File: src/pkg/mqfpf_defines.vh
// constants, register map and field layout of the multi-queue port flow block
// Function
// - first word falls through one read clock later
// - deselected device floats full flag, new drives
// - filling write drops full flag, blocks writes
// - freed space raises full flag after read
// - new queue word appears two cycles after select
// - one more old-queue word after select
// - empty new queue keeps word, flag not valid
// - flag not valid cycle after last word
// - write to emptied queue outputs word, valid
// - read ownership moves data and valid drivers
// - no read enable, no change: hold word
// - output enable acts without clock
// - packet mode reads wait for complete packet
// - packet ready with or before valid flag
// - late packet ready allowed on skew violation
// - valid high while only partial packet remains
// - null queue stops reading at packet boundary
// - null queue reads as empty queue
`ifndef MQFPF_DEFINES_VH
`define MQFPF_DEFINES_VH

`define MQFPF_ADDR_W        4
`define MQFPF_REG_CTRL      4'h0
`define MQFPF_REG_STATUS    4'h4
`define MQFPF_CTRL_PKT_BIT  0
`define MQFPF_CTRL_RESET    1'h0
`define MQFPF_ST_FULL_LSB   0
`define MQFPF_ST_AVAIL_LSB  4
`define MQFPF_ST_VALID_BIT  8
`define MQFPF_ST_BUSY_BIT   9
`define MQFPF_ST_NULL_BIT   10
`define MQFPF_ST_RDQ_LSB    12
`define MQFPF_ST_WRQ_LSB    14
`define MQFPF_SEL_W         5
`define MQFPF_QSEL_W        2
`define MQFPF_DEV_W         3

`endif

File: src/rtl/mqfpf_queue.v
// one queue: flip-flop storage with write, read and packet commit pointers
`timescale 1ns/1ps
module mqfpf_queue #(
    parameter W  = 36,
    parameter AW = 4
) (
    // clock and reset
    input  wire          clock,
    input  wire          reset_n,
    // mode
    input  wire          pkt_mode,
    // fill side
    input  wire          push,
    input  wire          push_end,
    input  wire [W-1:0]  push_data,
    // drain side
    input  wire          pop,
    output wire [W-1:0]  head_data,
    output wire          can_pop,
    // status
    output wire          full_now,
    output wire          full_next
);
    reg  [W-1:0]  mem_ff [0:(1<<AW)-1];
    reg  [AW:0]   wr_ptr_ff;
    reg  [AW:0]   rd_ptr_ff;
    reg  [AW:0]   cmt_ptr_ff;
    wire [AW:0]   nxt_wr_ptr = wr_ptr_ff + {{AW{1'b0}}, push};
    wire [AW:0]   nxt_rd_ptr = rd_ptr_ff + {{AW{1'b0}}, pop};
    wire [AW:0]   cnt_now    = wr_ptr_ff - rd_ptr_ff;
    wire [AW:0]   cnt_next   = nxt_wr_ptr - nxt_rd_ptr;

    // counts are pointer differences, so full is the top count bit
    assign full_now  = cnt_now[AW];
    assign full_next = cnt_next[AW];
    // packet mode only exposes words up to the last packet end
    assign can_pop   = pkt_mode ? (cmt_ptr_ff != rd_ptr_ff)
                                : (wr_ptr_ff != rd_ptr_ff);
    assign head_data = mem_ff[rd_ptr_ff[AW-1:0]];

    always @(posedge clock)
    begin
        if (push)
        begin
            mem_ff[wr_ptr_ff[AW-1:0]] <= push_data;
        end
    end

    always @(posedge clock)
    begin
        if (!reset_n)
        begin
            wr_ptr_ff  <= {(AW+1){1'b0}};
            rd_ptr_ff  <= {(AW+1){1'b0}};
            cmt_ptr_ff <= {(AW+1){1'b0}};
        end
        else
        begin
            wr_ptr_ff <= nxt_wr_ptr;
            rd_ptr_ff <= nxt_rd_ptr;
            if (push && (push_end || !pkt_mode))
            begin
                cmt_ptr_ff <= nxt_wr_ptr;
            end
        end
    end
endmodule // mqfpf_queue

File: src/rtl/mqfpf_top.v
// multi-queue fifo: write port, fall-through read port, expansion flags, bus slave
//
// Our own choices: the register offsets and register access over Avalon-MM.
`timescale 1ns/1ps
`include "mqfpf_defines.vh"
module mqfpf_top #(
    parameter W  = 36,
    parameter NQ = 4,
    parameter AW = 4
) (
    // clock and reset
    input  wire                      clock,
    input  wire                      reset_n,
    // device identity in expansion
    input  wire [`MQFPF_DEV_W-1:0]   dev_id,
    // write port
    input  wire                      wr_sel,
    input  wire [`MQFPF_SEL_W-1:0]   wr_sel_addr,
    input  wire                      wr_en,
    input  wire [W-1:0]              wr_data,
    input  wire                      packet_end_marker,
    output wire                      queue_full_flag_n,
    output wire                      queue_full_flag_oe,
    // read port
    input  wire                      rd_sel,
    input  wire [`MQFPF_SEL_W-1:0]   rd_sel_addr,
    input  wire                      rd_sel_null,
    input  wire                      rd_en,
    input  wire                      out_en_n,
    output wire [W-1:0]              q_data,
    output wire                      q_data_oe,
    output wire                      output_valid_flag_n,
    output wire                      output_valid_flag_oe,
    output wire                      packet_ready_flag_n,
    // avalon-mm slave
    input  wire [`MQFPF_ADDR_W-1:0]  avs_address,
    input  wire                      avs_read,
    input  wire                      avs_write,
    input  wire [31:0]               avs_writedata,
    output wire [31:0]               avs_readdata,
    output wire                      avs_waitrequest
);
    localparam PH_IDLE   = 3'b001;
    localparam PH_DRAIN  = 3'b010;
    localparam PH_SWITCH = 3'b100;
    localparam QW        = `MQFPF_QSEL_W;

    // registers
    reg  [QW-1:0]  wr_q_ff;
    reg            wr_own_ff;
    reg            full_oe_ff;
    reg            full_n_ff;
    reg  [2:0]     phase_ff;
    reg  [2:0]     nxt_phase;
    reg  [QW-1:0]  rd_q_ff;
    reg            rd_null_ff;
    reg            rd_own_ff;
    reg  [QW-1:0]  pend_q_ff;
    reg            pend_null_ff;
    reg            pend_own_ff;
    reg            valid_ff;
    reg            nxt_valid;
    reg  [W-1:0]   q_data_ff;
    reg            ov_n_ff;
    reg            ov_oe_ff;
    reg            pr_n_ff;
    reg            pkt_mode_ff;
    reg  [31:0]    rdata_ff;
    reg            wait_ff;

    // queue interconnect
    wire [NQ*W-1:0] head_flat;
    wire [NQ-1:0]   can_pop;
    wire [NQ-1:0]   full_now;
    wire [NQ-1:0]   full_next;
    reg  [NQ-1:0]   push_vec;
    reg  [NQ-1:0]   pop_vec;
    reg  [QW-1:0]   src_q;
    reg             take;
    reg             do_pop;
    reg  [QW-1:0]   eff_q;
    reg             eff_null;
    reg  [31:0]     rd_mux;

    wire wr_accept = wr_en & wr_own_ff & full_n_ff & ~full_now[wr_q_ff];
    wire wr_sel_own = (wr_sel_addr[`MQFPF_SEL_W-1:QW] == dev_id);
    wire rd_sel_own = (rd_sel_addr[`MQFPF_SEL_W-1:QW] == dev_id);
    // selects closer than two cycles are dropped; spacing is the reader's job
    wire rd_sel_ok  = rd_sel & (phase_ff != PH_DRAIN);

    genvar gi;
    generate
        for (gi = 0; gi < NQ; gi = gi + 1)
        begin : g_queue
            mqfpf_queue #(
                .W  (W),
                .AW (AW)
            ) u_queue (
                .clock     (clock),
                .reset_n   (reset_n),
                .pkt_mode  (pkt_mode_ff),
                .push      (push_vec[gi]),
                .push_end  (packet_end_marker),
                .push_data (wr_data),
                .pop       (pop_vec[gi]),
                .head_data (head_flat[gi*W +: W]),
                .can_pop   (can_pop[gi]),
                .full_now  (full_now[gi]),
                .full_next (full_next[gi])
            );
        end
    endgenerate

    // write demux
    always @*
    begin
        push_vec = {NQ{1'b0}};
        push_vec[wr_q_ff] = wr_accept;
    end

    // read pipeline steering
    always @*
    begin
        nxt_phase = phase_ff;
        take      = 1'b0;
        do_pop    = 1'b0;
        src_q     = rd_q_ff;
        eff_q     = rd_q_ff;
        eff_null  = rd_null_ff;
        case (phase_ff)
            PH_IDLE:
            begin
                // fall-through: an invalid output loads without read enable
                take   = rd_en | ~valid_ff;
                do_pop = take & ~rd_null_ff & can_pop[rd_q_ff];
            end
            PH_DRAIN:
            begin
                // pipeline still carries one word of the old queue
                take   = 1'b1;
                do_pop = ~rd_null_ff & can_pop[rd_q_ff];
                nxt_phase = PH_SWITCH;
            end
            PH_SWITCH:
            begin
                take      = 1'b1;
                src_q     = pend_q_ff;
                eff_q     = pend_q_ff;
                eff_null  = pend_null_ff;
                do_pop    = ~pend_null_ff & can_pop[pend_q_ff];
                nxt_phase = PH_IDLE;
            end
            default:
            begin
                nxt_phase = PH_IDLE;
            end
        endcase
        if (rd_sel_ok)
        begin
            nxt_phase = PH_DRAIN;
        end
        if (do_pop)
        begin
            nxt_valid = 1'b1;
        end
        else if (take)
        begin
            nxt_valid = 1'b0;
        end
        else
        begin
            nxt_valid = valid_ff;
        end
        pop_vec = {NQ{1'b0}};
        pop_vec[src_q] = do_pop;
    end

    // write side and full flag
    always @(posedge clock)
    begin
        if (!reset_n)
        begin
            wr_q_ff    <= {QW{1'b0}};
            wr_own_ff  <= 1'b0;
            full_oe_ff <= 1'b0;
            full_n_ff  <= 1'b1;
        end
        else
        begin
            if (wr_sel)
            begin
                wr_q_ff   <= wr_sel_addr[QW-1:0];
                wr_own_ff <= wr_sel_own;
            end
            // flag follows the selected queue one cycle after the select
            full_oe_ff <= wr_own_ff;
            full_n_ff  <= ~full_next[wr_q_ff];
        end
    end

    // read side
    always @(posedge clock)
    begin
        if (!reset_n)
        begin
            phase_ff     <= PH_IDLE;
            rd_q_ff      <= {QW{1'b0}};
            rd_null_ff   <= 1'b1;
            rd_own_ff    <= 1'b0;
            pend_q_ff    <= {QW{1'b0}};
            pend_null_ff <= 1'b1;
            pend_own_ff  <= 1'b0;
            valid_ff     <= 1'b0;
            q_data_ff    <= {W{1'b0}};
            ov_n_ff      <= 1'b1;
            ov_oe_ff     <= 1'b0;
            pr_n_ff      <= 1'b1;
        end
        else
        begin
            phase_ff <= nxt_phase;
            valid_ff <= nxt_valid;
            ov_n_ff  <= ~nxt_valid;
            if (do_pop)
            begin
                q_data_ff <= head_flat[src_q*W +: W];
            end
            if (phase_ff == PH_SWITCH)
            begin
                rd_q_ff    <= pend_q_ff;
                rd_null_ff <= pend_null_ff;
                rd_own_ff  <= pend_own_ff;
                ov_oe_ff   <= pend_own_ff;
            end
            if (rd_sel_ok)
            begin
                pend_q_ff    <= rd_sel_addr[QW-1:0];
                pend_null_ff <= rd_sel_null | ~rd_sel_own;
                pend_own_ff  <= rd_sel_own;
            end
            // ready from the same count that feeds the load, so never later
            pr_n_ff <= ~(pkt_mode_ff & ~eff_null & can_pop[eff_q]);
        end
    end

    // register read mux
    always @*
    begin
        rd_mux = 32'h0;
        case (avs_address)
            `MQFPF_REG_CTRL:
            begin
                rd_mux[`MQFPF_CTRL_PKT_BIT] = pkt_mode_ff;
            end
            `MQFPF_REG_STATUS:
            begin
                rd_mux[`MQFPF_ST_FULL_LSB +: NQ]  = full_now;
                rd_mux[`MQFPF_ST_AVAIL_LSB +: NQ] = can_pop;
                rd_mux[`MQFPF_ST_VALID_BIT]       = valid_ff;
                rd_mux[`MQFPF_ST_BUSY_BIT]        = (phase_ff != PH_IDLE);
                rd_mux[`MQFPF_ST_NULL_BIT]        = rd_null_ff;
                rd_mux[`MQFPF_ST_RDQ_LSB +: QW]   = rd_q_ff;
                rd_mux[`MQFPF_ST_WRQ_LSB +: QW]   = wr_q_ff;
            end
            default:
            begin
                rd_mux = 32'h0;
            end
        endcase
    end

    // avalon slave: one wait cycle, then a single-cycle answer
    always @(posedge clock)
    begin
        if (!reset_n)
        begin
            wait_ff     <= 1'b1;
            rdata_ff    <= 32'h0;
            pkt_mode_ff <= `MQFPF_CTRL_RESET;
        end
        else
        begin
            if ((avs_read || avs_write) && wait_ff)
            begin
                wait_ff  <= 1'b0;
                rdata_ff <= rd_mux;
            end
            else
            begin
                wait_ff <= 1'b1;
            end
            if (avs_write && !wait_ff && (avs_address == `MQFPF_REG_CTRL))
            begin
                pkt_mode_ff <= avs_writedata[`MQFPF_CTRL_PKT_BIT];
            end
        end
    end

    assign queue_full_flag_n    = full_n_ff;
    assign queue_full_flag_oe   = full_oe_ff;
    assign q_data               = q_data_ff;
    // unclocked on purpose: the whole bank floats together on one pin
    assign q_data_oe            = ~out_en_n & rd_own_ff;
    assign output_valid_flag_n  = ov_n_ff;
    assign output_valid_flag_oe = ov_oe_ff;
    assign packet_ready_flag_n  = pr_n_ff;
    assign avs_readdata         = rdata_ff;
    assign avs_waitrequest      = wait_ff;
endmodule // mqfpf_top

File: config.mk
export PLATFORM = sky130hd
export DESIGN_NAME = mqfpf_top
export DESIGN_NICKNAME = d
export VERILOG_FILES = /design/src/rtl/mqfpf_queue.v /design/src/rtl/mqfpf_top.v
export VERILOG_INCLUDE_DIRS = /design/src /design/src/pkg
export SDC_FILE = /design/constraint.sdc
export NUM_CORES = 2
export LEC_CHECK = 0
export ABC_AREA = 0
export BUFFER_PORTS_ARGS = -buffer_cell sky130_fd_sc_hd__buf_2
export CELL_PAD_IN_SITES_DETAIL_PLACEMENT = 0
export CELL_PAD_IN_SITES_GLOBAL_PLACEMENT = 1
export CORE_UTILIZATION = 45
export DETAILED_ROUTE_END_ITERATION = 10
export PLACE_DENSITY_LB_ADDON = 0.12
export SLEW_MARGIN = 30
export SYNTH_ARGS = -nofsm -noshare
export SYNTH_HDL_FRONTEND = slang
export SYNTH_SLANG_ARGS = --single-unit
File: constraint.sdc
create_clock -name clock -period 7.9 [get_ports clock]
set_clock_uncertainty 0.05 [all_clocks]
set_input_delay 0.79 -clock clock [delete_from_list [all_inputs] [get_ports clock]]
set_output_delay 0.79 -clock clock [all_outputs]
set_load 0.01 [all_outputs]
# Word level (Yosys, flattened, before mapping)
# Memory sizes are Yosys's and may differ from the RTL's. A register that Yosys moved wholly into a read port is not among the register bits.
# Cells that the tools add are included.
# classes
n_addsub,16
shift,1
n_bitwise,26
mux,42
n_eq_ne,17
n_mul,1
n_lt_le_gt_ge,6
n_reduce_logical,16
# op_table
cell,count
variable part select 144 x 9 -> 36 bit,1
adder 5 x 1 -> 5 bit,8
!= test 5 bit,8
subtractor 5 bit,8
2-to-1 mux 1 bit,23
2-to-1 mux 4 bit,5
less-than comparator 2 x 3 -> 1 bit (second input constant),4
AND 1 bit,11
inverter 1 bit,11
binary-select mux 1 bit (select 2 bit),5
2-to-1 mux 10 bit,1
logical AND 1 bit,9
AND 4 bit,2
equality test 3 bit,2
multiplier 2 x 4 -> 6 bit (second input constant),1
one-hot mux 3 bit (2 select lines),1
demux 1 bit (select 2 bit),2
equality test 4 x 3 -> 1 bit (second input constant),1
greater-or-equal comparator 2 x 1 -> 1 bit (second input constant),2
zero test 4 bit,1
2-to-1 mux 2 bit,2
one-hot mux 1 bit (2 select lines),2
OR reduction 2 bit,2
equality test 3 x 1 -> 1 bit (second input constant),1
other kinds (9),12
# totals
ram_bits,2304
n_memories,4
word_cells,160
out_inout_bits,75
register_bits,132
input_bits,96
# memory_table
memory,words,word_bits,read_ports,rd_ports_with_merged_regs,wr,line_no,source
g_queue[0].u_queue.mem_ff,16,36,1,1,1,mqfpf_queue.v:24,reg [W-1:0] mem_ff [0:(1<<AW)-1];
g_queue[1].u_queue.mem_ff,16,36,1,1,1,mqfpf_queue.v:24,
g_queue[2].u_queue.mem_ff,16,36,1,1,1,mqfpf_queue.v:24,
g_queue[3].u_queue.mem_ff,16,36,1,1,1,mqfpf_queue.v:24,

# Logic depth before layout (Yosys ltp)
# logic_depth
ltp_word,12
ltp_mapped,22

# By module
# Synthesis repeated with hierarchy kept, for this count alone.
# unflattened
hier_cells,4094
area_unflattened_um2,94046.4
# modules_own_cells
module,area_each_um2,cells_each,seq_area_each_um2,n_inst
mqfpf_queue (g_queue[1].u_queue ...),22525.4,907,17596.9,3
mqfpf_queue (g_queue[0].u_queue),22544.1,907,17596.9,1
mqfpf_top,3926.3,466,1441.4,1

# Worst setup path after synthesis
# Ideal clock, no wire load.
# synth_path
path_kind,reg-to-reg
from,register g_queue[3].u_queue.rd_ptr_ff[1]
to,memory g_queue[3].u_queue.mem_ff[0][0] (enable)
setup_slack_ns,1.113
arrival_time_ns,6.218
required_ns,7.331
setup_ns,0.519
stages_incl_launch_ff,12
synth_period_minus_slack_ns,6.787
n_path_buf,3
path_cell_list,dfxtp_1 > buf_2 > clkbuf_1 > clkbuf_1 > inv_1 > ha_1 > nor2b_1 > o21a_1 > o21a_1 > or3_1 > a2111o_1 > nor4_1
# synth_between
elab_chain_cells,8
# synth_rtl
element,line_no,source
from (decl),mqfpf_queue.v:26,reg [AW:0] rd_ptr_ff;
from (signal assigned),mqfpf_queue.v:54,rd_ptr_ff <= {(AW+1){1'b0}};
from (signal assigned),mqfpf_queue.v:60,rd_ptr_ff <= nxt_rd_ptr;
subtractor 5 bit,mqfpf_queue.v:30,wire [AW:0] cnt_now = wr_ptr_ff - rd_ptr_ff;
binary-select mux 1 bit (select 2 bit),mqfpf_top.v:85,wire wr_accept = wr_en & wr_own_ff & full_n_ff & ~full_now[wr_q_ff];
2-to-1 mux 1 bit (implied by the code),mqfpf_top.v:85,
inverter 1 bit,mqfpf_top.v:85,
AND 1 bit,mqfpf_top.v:85,
AND 4 bit (no source line),--,
2-to-1 mux 1 bit,mqfpf_queue.v:43,if (push)
2-to-1 mux 1 bit (implied by the code),mqfpf_queue.v:45,mem_ff[wr_ptr_ff[AW-1:0]] <= push_data;
to (decl),mqfpf_queue.v:24,
# Every way passes these cells. The select of a mux whose other input is x is not followed.

# Worst setup path after layout
# layout_path
from,register g_queue[0].u_queue.rd_ptr_ff[2]
to,register full_n_ff (netlist: queue_full_flag_n)
# layout_between
elab_chain_cells,12
# layout_rtl
element,line_no,source
from (decl),mqfpf_queue.v:26,
from (signal assigned),mqfpf_queue.v:54,
from (signal assigned),mqfpf_queue.v:60,
!= test 5 bit (on tied branches),"mqfpf_queue.v:38, mqfpf_queue.v:37",
2-to-1 mux 1 bit (*),mqfpf_queue.v:37,assign can_pop = pkt_mode ? (cmt_ptr_ff != rd_ptr_ff)
binary-select mux 1 bit (select 2 bit) (on tied branches),"mqfpf_top.v:150, mqfpf_top.v:135, mqfpf_top.v:141",
2-to-1 mux 1 bit (on tied branches),"mqfpf_top.v:150, mqfpf_top.v:135, mqfpf_top.v:141",
AND 1 bit (on tied branches),"mqfpf_top.v:150, mqfpf_top.v:135, mqfpf_top.v:141",
one-hot mux 1 bit (3 select lines) (*),mqfpf_top.v:130,case (phase_ff)
AND 4 bit (no source line) (*),--,
adder 5 x 1 -> 5 bit (*),mqfpf_queue.v:29,"wire [AW:0] nxt_rd_ptr = rd_ptr_ff + {{AW{1'b0}}, pop};"
named net g_queue[1].u_queue.nxt_rd_ptr[1],mqfpf_queue.v:29,
subtractor 5 bit (*),mqfpf_queue.v:31,wire [AW:0] cnt_next = nxt_wr_ptr - nxt_rd_ptr;
binary-select mux 1 bit (select 2 bit) (*),mqfpf_top.v:197,full_n_ff <= ~full_next[wr_q_ff];
2-to-1 mux 1 bit (implied by the code) (*),mqfpf_top.v:197,
inverter 1 bit (*),mqfpf_top.v:197,
to (signal assigned),mqfpf_top.v:197,
to (decl),mqfpf_top.v:52,reg full_n_ff;
# Mark *: on every way through the listed nets, which the timed path passes. The rest lies on a longest branch. The select of a mux whose other input is x is not followed.
# A chain may end at the register's enable or synchronous reset.

==> results.cfg <==
[timing]
finalSetupViolCount = 0
min_period_ns = 5.47
fmax_ghz = 0.183
period_share = 0.692
slew_viol_final = 0
rsz0062_at_grt = false
tightest_slew_ns = 1.04
hold_viol = 0
relSlewSlack = 0.305
totalNegativeSetupSlack_ns = 0

[place]
dp.cells = 7428
gp_congestion = 0.835
dpl-instance-area_mm2 = 0.0988
dp_hpwl_um = 144000
io_buffer_count = 122

[routing]
avgRoutedWirePerCell_um = 32.9
viasPerCell = 5.93
drt_iter0_drc = 5016
wl_um = 260000
dr.pass1.iters = 5
num_vias = 46800
drc = 0
postRouteAntennaNets = 0

[setup_path]
arrival_ns = 6.20
startpoint_type = flop
r2r_setup_slack_ns = 2.43
path_class = reg2reg
cp_max_fo = 47
cp_data_required_time_ns = 8.63
worstSetupEndpointType = flop

[cts]
cts_max_path_buffers = 4
insertion_delay_ns = 0.93
cts-root-buf = clkbuf_16
cts_tree = yes
cts.clk_slew.worst_paths_ns = 0.06
cts_setup_buffers = 0
cts.sinks = 2436
cts_buffers = 277
cts.htree.levels = 5
hold_buffers = 0
ctsResizeCount = 0

[synthesis]
synth_ff_type = edfxtp_1
synth_area_leader_cell = edfxtp_1
synth_edf_count = 2304
synth_cell_types = 60
ys.warnings.count = 0
synth_area_per_cell_um2 = 20.4
synth-compound-area-share = 0.0346
synthSimpleGateAreaFrac = 0.0304
synth_area_leaders = edfxtp_1, mux4_2, dfxtp_1
ys_ff_latch = 2436
synth_xor_area_frac = 0.00560
netlist_area_mm2 = 0.0939
async_reset_ff_frac = 0
synth_top_area_frac = 0.737
synth_adder_area_share = 0.00586
seq_area_frac_synth = 0.765
synth_top_family_by_area = multiplexers
synthMuxAreaShare = 0.143
synthCells = 4598

[global_routing]
grt_pass1_wl_um = 364000
antenna_found_initial = 30
grt_overflow_total = 0
grt_pass1_vias = 47700
grt.total_usage = 0.248
grt_max_degree = 128

[finish]
fin_nets = 5059
final_cells = 7897
area_growth_pct = 13.8
drive_above_1_share = 0.260
final_area_mm2 = 0.107
fillers = 16800

[floorplan]
die_area_mm2 = 0.211
core_area_mm2 = 0.207
die_h_um = 459
die_x_um = 459
rows = 167
pin_count = 171
start_util = 0.453

[pwr]
ir_drop_v = 0.000232
finalPower_uw = 26300
powerDensity_mw_per_mm2 = 246
p_leak_uw = 0.0330

[worst_hold_path]
hold_class = in2reg

[run]
maxCapViolCount = 0

[status]
status = finished clean
per-layer routing:
metal	vias up	wire (um)	GRT usage
li1	19700	-	-
met1	25100	107000	0.340
met5	-	0	0
met3	418	14400	0.0317
met4	0	9240	0.0882
met2	1556	129000	0.410
logic make-up (layout without fill, tap and decap cells):
group / after synthesis / count (layout)
xor gates and xnor gates: 60 / 60
other: 1 / 23
muxes: 632 / 632
AOI/OAI and AO/OA: 478 / 478
DFF: 2436 / 2436
adders and majority gates: 44 / 44
buffers and inverters: 320 / 809
and+or+nand+nor: 627 / 627
critical path, cell delays in order (launching register included):
cell and delay, ns:
dfxtp_4 0.85, inv_1 0.39, ha_1 0.41, and4b_1 0.20, nand3_1 0.08, o21ai_1 0.46, o22ai_4 0.10, buf_4 0.31
or3_1 0.42, and2_1 0.16, ha_1 0.19, ha_1 0.27, inv_1 0.05, ha_1 0.29, a21o_1 0.16, a211oi_1 0.32
o21ai_0 0.13, nor3b_1 0.16, o311ai_0 0.32
layout by cell type, fill, tap and decap left out, types with 10 or more instances in the layout:
master,count
nand2b_1,14
nand2_1,271
nor3_1,32
conb_1,17
and2_1,15
o21ai_0,28
edfxtp_1,2304
mux4_2,568
nor2_4,24
o41ai_1,36
inv_1,36
nor2b_1,16
nand3_1,100
o21a_1,11
o22ai_1,58
ha_1,44
xor2_1,15
nor3_2,22
a22oi_1,138
dfxtp_1,120
dfxtp_4,10
buf_2,121
a21oi_1,83
mux2_2,15
a31oi_1,75
mux2i_1,47
clkbuf_16,283
xnor2_1,45
clkinv_2,27
clkinv_1,64
clkbuf_1,72
nor4_2,28
nor2_1,67
buf_4,175
final cells by class:
type                            count  area (um2)  share of cell area
Timing Repair Buffer              301        2000              0.0187
Clock buffer                      359        7410              0.0693
Antenna cell                        6        15.0            0.000140
Clock inverter                    104         698             0.00653
Tap cell                         2788        3490              0.0326
Multi-Input combinational cell   1858       21200               0.199
Inverter                           45         169             0.00158
Sequential cell                  2436       71900               0.672
synthesized netlist by cell type, types with 7 or more instances:
| cell | number |
|---|---|
| xnor2_1 | 45 |
| a221oi_1 | 9 |
| a31oi_1 | 75 |
| mux2_2 | 15 |
| dfxtp_1 | 132 |
| nand2_1 | 271 |
| mux2i_1 | 49 |
| mux4_2 | 568 |
| nor2b_1 | 16 |
| buf_2 | 88 |
| edfxtp_1 | 2304 |
| clkbuf_1 | 142 |
| or3_1 | 7 |
| inv_1 | 37 |
| and2_1 | 15 |
| o21a_1 | 11 |
| a21oi_1 | 83 |
| nor3_1 | 54 |
| buf_4 | 26 |
| a22oi_1 | 138 |
| ha_1 | 44 |
| o22ai_1 | 60 |
| o41ai_1 | 36 |
| nand4_1 | 9 |
| o21ai_0 | 28 |
| nand3_1 | 100 |
| nor2_1 | 95 |
| nand2b_1 | 14 |
| buf_1 | 15 |
| xor2_1 | 15 |
| o2111ai_1 | 8 |
| nor4_1 | 28 |
path summary, 6_finish.rpt:
kind	start	to	depth (start not counted)
max	g_queue[0].u_queue.rd_ptr_ff[2]	queue_full_flag_n	18
max reg2reg	g_queue[0].u_queue.rd_ptr_ff[2]	queue_full_flag_n	18
min	avs_writedata[0]	pkt_mode_ff	3
min reg2reg	g_queue[0].u_queue.cmt_ptr_ff[1]	g_queue[0].u_queue.cmt_ptr_ff[1]	2
registers in the layout, summed over array words and instances, names as in the netlist:
register and cells:
valid_ff 1, packet_ready_flag_n 1, phase_ff 3, g_queue.u_queue.cmt_ptr_ff 20
rd_null_ff 1, g_queue.u_queue.rd_ptr_ff 20, pend_null_ff 1, pend_own_ff 1
pend_q_ff 2, q_data 36, wr_q_ff 2, output_valid_flag_n 1
output_valid_flag_oe 1, avs_readdata 15, wr_own_ff 1, queue_full_flag_oe 1
rd_q_ff 2, g_queue.u_queue.wr_ptr_ff 20, queue_full_flag_n 1, pkt_mode_ff 1
avs_waitrequest 1, g_queue.u_queue.mem_ff 2304
report_power, final:
group	switching, uW	internal (uW)	total [uW]	leakage, uW
Combinational	291	40.1	331	0.00725
Sequential	9.30	14100	14100	0.0218
Clock	4940	6850	11800	0.00396
per-stage QoR:
step | setup slack (ns) | util | hold WS [ns]
after floorplan | 1.11 | - | 0.397
after global placement | 2.32 | 0.476 | 0.408
after detailed placement | 2.44 | 0.476 | 0.418
after CTS | 2.40 | 0.516 | 0.00467
after global routing | 2.07 | 0.516 | 0.0233
final | 2.43 | 0.516 | 0.0578
Note: power is estimated with default switching activity, not from simulation.
